**src/hdl/dss_params.svh**
```systemverilog
// constants for the dac serial command slave
`ifndef DSS_PARAMS_SVH
`define DSS_PARAMS_SVH
`define DSS_CMD_BITS 5'd24
`define DSS_LAST_BIT 5'd23
`define DSS_ERR_BIT 5'd7
`define DSS_OP_LSB_BIT 5'd6
`define DSS_OP_WRITE 2'h0
`define DSS_OP_READ 2'h3
`define DSS_DATA_W 16
`define DSS_ADDR_W 5
`define DSS_MEM_DEPTH 32
`endif

```
**src/hdl/dss_pkg.sv**
```systemverilog
// types for the dac serial command slave
package dss_pkg;
  typedef enum logic [2:0] {
    DSS_IDLE = 3'b001,
    DSS_CMD = 3'b010,
    DSS_ERR = 3'b100
  } dss_state_t;

  typedef struct packed {
    logic [1:0] cs_sync;
    logic [1:0] sck_sync;
    logic [1:0] sdi_sync;
    logic [1:0] hv_sync;
    logic sck_prev;
    dss_state_t state;
    logic mode11;
    logic [4:0] bit_cnt;
    logic [23:0] shift;
    logic [15:0] rd_data;
    logic hv_seen;
    logic sdo;
    logic sdo_oe;
    logic wr_stb;
    logic [4:0] wr_addr;
    logic [15:0] wr_data;
  } dss_regs_t;
endpackage

```
**src/hdl/dss_spi_slave.sv**
```systemverilog
// spi command slave of a voltage dac: framing, mode, errors and storage
`timescale 1ns/1ps
`include "dss_params.svh"
module dss_spi_slave
  import dss_pkg::*;
#(
  parameter logic [31:0] VALID_MAP = 32'h0000_0701
) (
  input wire logic clk,
  input wire logic rst_b,
  input wire logic cs_b,
  input wire logic sck,
  input wire logic sdi,
  input wire logic high_voltage_command_pin,
  output logic sdo,
  output logic sdo_oe,
  output logic mode11,
  output logic wr_stb,
  output logic [`DSS_ADDR_W-1:0] wr_addr,
  output logic [`DSS_DATA_W-1:0] wr_data
);

  // ----------------------------------------------------------------
  // timing notes
  // ----------------------------------------------------------------
  // every pin passes two sync flops, so a pin edge is acted on three
  // clocks later (two sync stages plus the edge compare register)
  // the serial clock must stay in each level for at least four system
  // clocks; a faster host loses edges and the frame goes out of step
  // sdi is synced with the same depth as sck, so the bit taken on a
  // detected rise is the one that stood at the pin rise
  // sdo leaves this block three clocks after the pin fall, well ahead
  // of the next rise as long as the half period rule is kept
  // select is only acted on after sync, so the host must wait a few
  // clocks after lowering it before the first serial clock edge
  // mode is taken from the synced clock level at select; a host that
  // moves sck and select together may be seen in the wrong mode

  // ----------------------------------------------------------------
  // limitations
  // ----------------------------------------------------------------
  // the storage array has no reset: a read of a location never written
  // returns unknown bits
  // a write and a read of the same location in one select see the
  // new value, since the store lands long before the next command byte
  // frames cut short leave the storage untouched; the counter restarts
  // at the next select
  // no watchdog: a host that stops mid-frame with select low holds the
  // block in the command state, or in the error state after a bad command byte, until select rises

  // ----------------------------------------------------------------
  // storage and state
  // ----------------------------------------------------------------
  logic [`DSS_DATA_W-1:0] mem [`DSS_MEM_DEPTH];
  dss_regs_t r_ff;
  dss_regs_t nxt_r;

  logic cs_act;
  logic sck_rise;
  logic sck_fall;
  logic [4:0] addr_rx;
  logic [1:0] op_rx;
  logic valid_rx;
  logic [4:0] addr_full;
  logic [1:0] op_full;
  logic [15:0] data_full;
  logic hv_any;
  logic wr_ok;
  logic [4:0] rd_idx;

  // only the second sync stage feeds logic
  assign cs_act = ~r_ff.cs_sync[1];
  assign sck_rise = r_ff.sck_sync[1] & ~r_ff.sck_prev;
  assign sck_fall = ~r_ff.sck_sync[1] & r_ff.sck_prev;
  // command byte: address in the top five bits, then opcode
  assign addr_rx = r_ff.shift[5:1];
  assign op_rx = {r_ff.shift[0], r_ff.sdi_sync[1]};
  // reserved opcodes and unimplemented addresses are invalid
  assign valid_rx = ((op_rx == `DSS_OP_WRITE) || (op_rx == `DSS_OP_READ))
                    && VALID_MAP[addr_rx];

  // ----------------------------------------------------------------
  // frame decode at the last bit
  // ----------------------------------------------------------------
  // after 23 rises the first bit sits at shift[22]; the 24th bit is
  // still on the synced data line, not yet in the shift register
  assign addr_full = r_ff.shift[22:18];
  // opcode sits right below the address
  assign op_full = r_ff.shift[17:16];
  // shift[15] is the spare data bit of the command byte, unused here
  assign data_full = {r_ff.shift[14:0], r_ff.sdi_sync[1]};
  // an elevated level at any point of the frame blocks the write; one seen by the seventh bit also blocks the error flag;
  // checking the synced level too covers a rise in the one clock before hv_seen is set
  assign hv_any = r_ff.hv_seen | r_ff.hv_sync[1];
  assign wr_ok = (op_full == `DSS_OP_WRITE) && !hv_any;
  // read data slot for the current sdo bit, msb first
  assign rd_idx = 5'd23 - r_ff.bit_cnt;

  // ----------------------------------------------------------------
  // next state
  // ----------------------------------------------------------------
  always_comb begin
    nxt_r = r_ff;
    nxt_r.cs_sync = {r_ff.cs_sync[0], cs_b};
    nxt_r.sck_sync = {r_ff.sck_sync[0], sck};
    nxt_r.sdi_sync = {r_ff.sdi_sync[0], sdi};
    nxt_r.hv_sync = {r_ff.hv_sync[0], high_voltage_command_pin};
    nxt_r.sck_prev = r_ff.sck_sync[1];
    nxt_r.wr_stb = 1'b0;
    case (r_ff.state)
      DSS_IDLE: begin
        // clock and data ignored while deselected
        nxt_r.sdo_oe = 1'b0;
        nxt_r.bit_cnt = '0;
        if (cs_act) begin
          nxt_r.state = DSS_CMD;
          nxt_r.mode11 = r_ff.sck_sync[1];
          nxt_r.bit_cnt = '0;
          nxt_r.hv_seen = 1'b0;
          nxt_r.sdo_oe = 1'b1;
          nxt_r.sdo = 1'b1;
        end
      end
      DSS_CMD: begin
        if (!cs_act) begin
          // partial or odd-length commands simply evaporate
          nxt_r.state = DSS_IDLE;
          nxt_r.sdo_oe = 1'b0;
        end else begin
          if (r_ff.hv_sync[1]) begin
            nxt_r.hv_seen = 1'b1;
          end
          if (sck_rise) begin
            nxt_r.shift = {r_ff.shift[22:0], r_ff.sdi_sync[1]};
            if (r_ff.bit_cnt == `DSS_OP_LSB_BIT) begin
              if (!valid_rx && !hv_any) begin
                nxt_r.state = DSS_ERR;
              end
              if (op_rx == `DSS_OP_READ) begin
                nxt_r.rd_data = mem[addr_rx];
              end
            end
            if (r_ff.bit_cnt == `DSS_LAST_BIT) begin
              nxt_r.bit_cnt = '0;
              nxt_r.hv_seen = 1'b0;
              // write lands only on the 24th bit, never on hv commands
              if (wr_ok) begin
                nxt_r.wr_stb = 1'b1;
                nxt_r.wr_addr = addr_full;
                nxt_r.wr_data = data_full;
              end
            end else begin
              nxt_r.bit_cnt = r_ff.bit_cnt + 5'd1;
            end
          end
          if (sck_fall) begin
            // output changes on falling edge, sampled on next rising
            if (r_ff.bit_cnt < `DSS_ERR_BIT) begin
              nxt_r.sdo = 1'b1;
            end else if (r_ff.bit_cnt == `DSS_ERR_BIT) begin
              nxt_r.sdo = 1'b1;
            end else begin
              nxt_r.sdo = r_ff.rd_data[rd_idx[3:0]];
            end
          end
        end
      end
      DSS_ERR: begin
        // error low flag on bit eight, then low until deselect
        // the counter is left alone: nothing more is decoded here, and
        // the next select clears it anyway
        if (sck_fall) begin
          nxt_r.sdo = 1'b0;
        end
        if (!cs_act) begin
          nxt_r.state = DSS_IDLE;
          nxt_r.sdo_oe = 1'b0;
        end
      end
      default: begin
        nxt_r.state = DSS_IDLE;
      end
    endcase
  end

  // ----------------------------------------------------------------
  // registers
  // ----------------------------------------------------------------
  always_ff @(posedge clk or negedge rst_b) begin
    if (!rst_b) begin
      r_ff <= '{cs_sync: 2'h3, sck_sync: 2'h0, sdi_sync: 2'h0,
                hv_sync: 2'h0, sck_prev: 1'b0, state: DSS_IDLE,
                mode11: 1'b0, bit_cnt: 5'h0, shift: 24'h0,
                rd_data: 16'h0, hv_seen: 1'b0, sdo: 1'b1,
                sdo_oe: 1'b0, wr_stb: 1'b0, wr_addr: 5'h0,
                wr_data: 16'h0};
    end else begin
      r_ff <= nxt_r;
    end
  end

  // memory has no reset; written one cycle after the strobe is formed
  always_ff @(posedge clk) begin
    if (r_ff.wr_stb) begin
      mem[r_ff.wr_addr] <= r_ff.wr_data;
    end
  end

  assign sdo = r_ff.sdo;
  assign sdo_oe = r_ff.sdo_oe;
  assign mode11 = r_ff.mode11;
  assign wr_stb = r_ff.wr_stb;
  assign wr_addr = r_ff.wr_addr;
  assign wr_data = r_ff.wr_data;

endmodule

```
**config.mk**
```make
export PLATFORM = sky130hd
export DESIGN_NAME = dss_spi_slave
export DESIGN_NICKNAME = d
export VERILOG_FILES = /design/src/hdl/dss_pkg.sv /design/src/hdl/dss_spi_slave.sv
export VERILOG_INCLUDE_DIRS = /design/src /design/src/hdl
export SDC_FILE = /design/constraint.sdc
export NUM_CORES = 1
export LEC_CHECK = 0
export BUFFER_PORTS_ARGS = -buffer_cell sky130_fd_sc_hd__buf_2
export CORE_AREA = 2 2 339 207
export DETAILED_ROUTE_END_ITERATION = 10
export DIE_AREA = 0 0 341 209
export GPL_ROUTABILITY_DRIVEN = 0
export GPL_TIMING_DRIVEN = 0
export PLACE_DENSITY = 0.51
export SYNTH_ARGS = -nofsm -noshare
export SYNTH_HDL_FRONTEND = slang
export SYNTH_SLANG_ARGS = --single-unit
```
**constraint.sdc**
```tcl
create_clock -name clk -period 6.8 [get_ports clk]
set_input_delay 0.34 -clock clk [delete_from_list [all_inputs] [get_ports clk]]
set_output_delay 0.34 -clock clk [all_outputs]
set_load 0.005 [all_outputs]
```
==> key figures <==
Status
  • Status: finished, final reports clean

Timing
  • Max_slew headroom: 13.2%
  • Worst Tran Pin Value: roughly 1.3 ns
  • Fin crit period: around 3.2 ns
  • Setup Viol. Count Final: 0
  • Pins Over Slew Limit: 0
  • Crit share post-route: 46.8%
  • Final Skew: 0.0250 ns
  • RSZ-0062 raised after global routing: no
  • Fin Setup TNS: 0 ns
  • Post-route setup slack: 3.62 ns
  • Final hold violation count: 0
  • Highest clock rate: ~310 MHz

Routing
  • Remaining antenna violation count after routing: 0
  • Initial DRC Count: 1,726
  • Via density: 5.35
  • Avg WL per Cell: 28.5 um
  • DRC errors left: 0
  • Total iterations of the first detailed-routing run: 7
  • Via Count: 12,600
  • Routed WL: 67,100 um

Synth
  • Synthesized net count: roughly 1,300
  • Synth warnings: 0
  • Post-synthesis cell count: 1,259
  • Largest family of logic cells by synthesized area: multiplexers
  • Simple-Gate Fraction of Synth Area: about 4.8%
  • Post-synth cell types: 64
  • Post-synthesis sequential area ratio: 73.9%
  • Post-synthesis mux area share: 14.7%
  • Top-count cell post-synth: edfxtp_1
  • Synthesized area: 23,600 sq um
  • Synthesized flop and latch total: 594
  • Synth Area in Compound Gates: 3.60%
  • Main synth FF type: edfxtp_1
  • Ys async rst share: 13.8%
  • Most frequent cells after synthesis: edfxtp_1, nand2_1, mux4_2, dfrtp_1, mux2i_1
  • Top-area cell type share of the netlist area: 65.1%
  • Syn avg cell area: 18.7 sq um
  • Number of synthesized flops with an enable pin: 512
  • Synth area leaders: edfxtp_1, mux4_2, dfrtp_1
  • Post-synth top area cell: edfxtp_1
  • XOR/XNOR share of the synthesized area: 0.0371%
  • Adder-cell share of the synthesized area: less than 1%

Clock network
  • Post-CTS setup buffer count: 0
  • Longest Clk Path Bufs: 3
  • Worst-Skew Late Latency: roughly 0.61 ns
  • H-tree depth: 2
  • Num Clock Sinks: 594
  • Root buffer cell: clkbuf_16
  • TritonCTS clock tree: yes
  • Cts hold-fix bufs: 5
  • TritonCTS buffer count: 55
  • Clock transition at the registers of the reported paths: 0.07 ns
  • Post-CTS sizing: 0

Placement
  • Place WS: 3.67 ns
  • Port bufs: 30
  • DP Wirelength: 45,600 um
  • Inst Count DP: 2,246

Setup path
  • Reg2Reg Depth: 8
  • Setup CP Type: reg -> reg
  • Cells along the critical path: clkbuf_1, buf_2, buf_2, mux4_2, mux2i_1, nand2_1, a21oi_1, a211oi_1
  • Worst r2r src: addr_rx[2]
  • WP buf/inv: 3
  • Cell family with most CP delay: buffers and inverters
  • Crit-path max FO: 10
  • Worst setup EP type: flop
  • CP arrival: about 3.7 ns
  • CP max stage delay: 0.52 ns
  • Worst R2R End: r_ff[40]
  • Req. time, crit path: approximately 7.3 ns
  • Reg2Reg Setup Slack: roughly 3.6 ns
  • Startpoint Class: flop
  • Most frequent cell on the critical path: buf_2
  • Slowest-stage cell, CP: buf_2

Cells and area
  • Fill cell count: 6,133
  • Nets: 1,395
  • Post-synthesis to final-layout area growth: 16.5%
  • Post-layout instance count excluding filler cells: 2,354
  • Share of layout cells above drive strength 1: between 20% and 30%
  • # diodes: 0

GRT
  • Global Route Usage Sum: 18.9%
  • Largest net degree at the start of global routing: 55
  • Antenna violations before repair: 8
  • Vias in the first global route: 12,100
  • Grt total ovfl: 0
  • First-pass GRT wire length: between 90,000 and 100,000 um

Die
  • # IOs: 31
  • Initial core utilization: about 34%
  • Die width: 341 um
  • Die ar.: just over 70,000 sq um
  • Row cnt: 75
  • Core area: 68,600 sq um
  • Die Height: 209 um

Power
  • Leak: 7.78 nW
  • Worst VDD drop: 0.000167 V
  • Pwr/cell area: 262 nW/um^2

Worst hold path
  • Hold Path Class: in -> async

Job
  • Maxcap violations: 0
worst max-delay path by stage:
stage	start	to	slack, ns	depth (start not counted)
6_report	addr_rx[2]	r_ff[40]	3.62	8
5_1_grt	addr_rx[2]	r_ff[40]	3.52	8
4_1_cts	addr_rx[2]	r_ff[37]	3.67	8
3_5_place_dp	addr_rx[2]	r_ff[37]	3.67	8
3_3_place_gp	wr_addr[1]	mem[0][11]	3.49	3
2_1_floorplan	wr_addr[1]	mem[20][0]	4.65	3
registers in the layout, summed over array words and instances (netlist names), 2 cells and up:
name,cells
addr_full,5
addr_rx,5
data_full,11
mem,512
nxt_r,5
op_full,2
r_ff,29
wr_addr,5
wr_data,16
where the power goes:
group | leakage [nW] | switching [mW] | internal (mW)
clock network | 0.847 | 1.35 | 1.70
registers | 4.62 | 0.00889 | 3.92
logic | 2.31 | 0.131 | 0.0918
area by class of cell:
class	count	area, sq um	share of cell area [%]
multi-input cells	571	5600	20.4
clock inverters	28	275	1.00
flip-flops and latches	594	17400	63.5
clock buffers	73	1470	5.33
plain buffers	90	639	2.33
repair buffers	70	896	3.26
well taps	924	1160	4.21
inverters	4	15.0	0.0546
stage by stage:
step | util, % | hold WS, ns | instance area (sq um) | power [mW]
after floorplan | - | 0.0444 | 23600 | 4.15
after global placement | 36.3 | 0.333 | 24900 | 4.22
after detailed placement | 37.4 | 0.309 | 25600 | 4.23
after CTS | 40.0 | 0.198 | 27400 | 7.26
after global routing | 40.1 | 0.222 | 27500 | 7.42
final | 40.1 | 0.217 | 27500 | 7.20
cells in the final DEF (no fill, tap or decap), types with 5 or more instances in the layout:
master	Yosys	layout
buf_2	22	51
a221oi_1	18	18
o21ai_1	11	11
clkbuf_1	19	36
mux2i_1	72	72
buf_16	0	14
a31oi_1	6	6
a211oi_1	10	10
or4_1	5	5
dlygate4sd3_1	0	5
clkinv_1	1	14
o21ai_0	21	21
mux4_2	104	104
nor2_1	54	22
mux2_2	9	9
nand2b_1	13	13
dfrtp_2	0	10
a211o_1	7	7
nand2_1	107	107
edfxtp_1	512	512
buf_4	26	27
a22oi_1	5	5
nor3_1	12	12
nor2b_1	7	7
nand3_1	16	16
clkinv_2	0	7
clkbuf_16	0	56
a21oi_1	17	17
buf_6	14	16
mux2_4	20	20
nand3b_1	5	5
o22ai_1	5	5
bufinv_16	0	5
nor2_2	0	32
buf_8	2	21
dfrtp_1	78	68
layer usage:
layer	share of wire (%)	vias to the layer above	GRT usage (%)
met2	39	572	24.5
met1	48	6675	30.2
met3	12	81	6.51
met5	0.012	-	0
met4	1.4	2	3.14
li1	-	5270	-
kinds of logic (layout without fill, tap and decap cells):
kind of cell | Yosys count | in the layout
DFF | 594 | 594
AOI/OAI and AO/OA | 121 | 121
buffers and inverters | 94 | 265
adders and majority gates | 4 | 4
xor gates and xnor gates | 1 | 1
muxes | 205 | 205
and+or+nand+nor | 240 | 240
No activity file was read; power rests on OpenSTA's default activity.
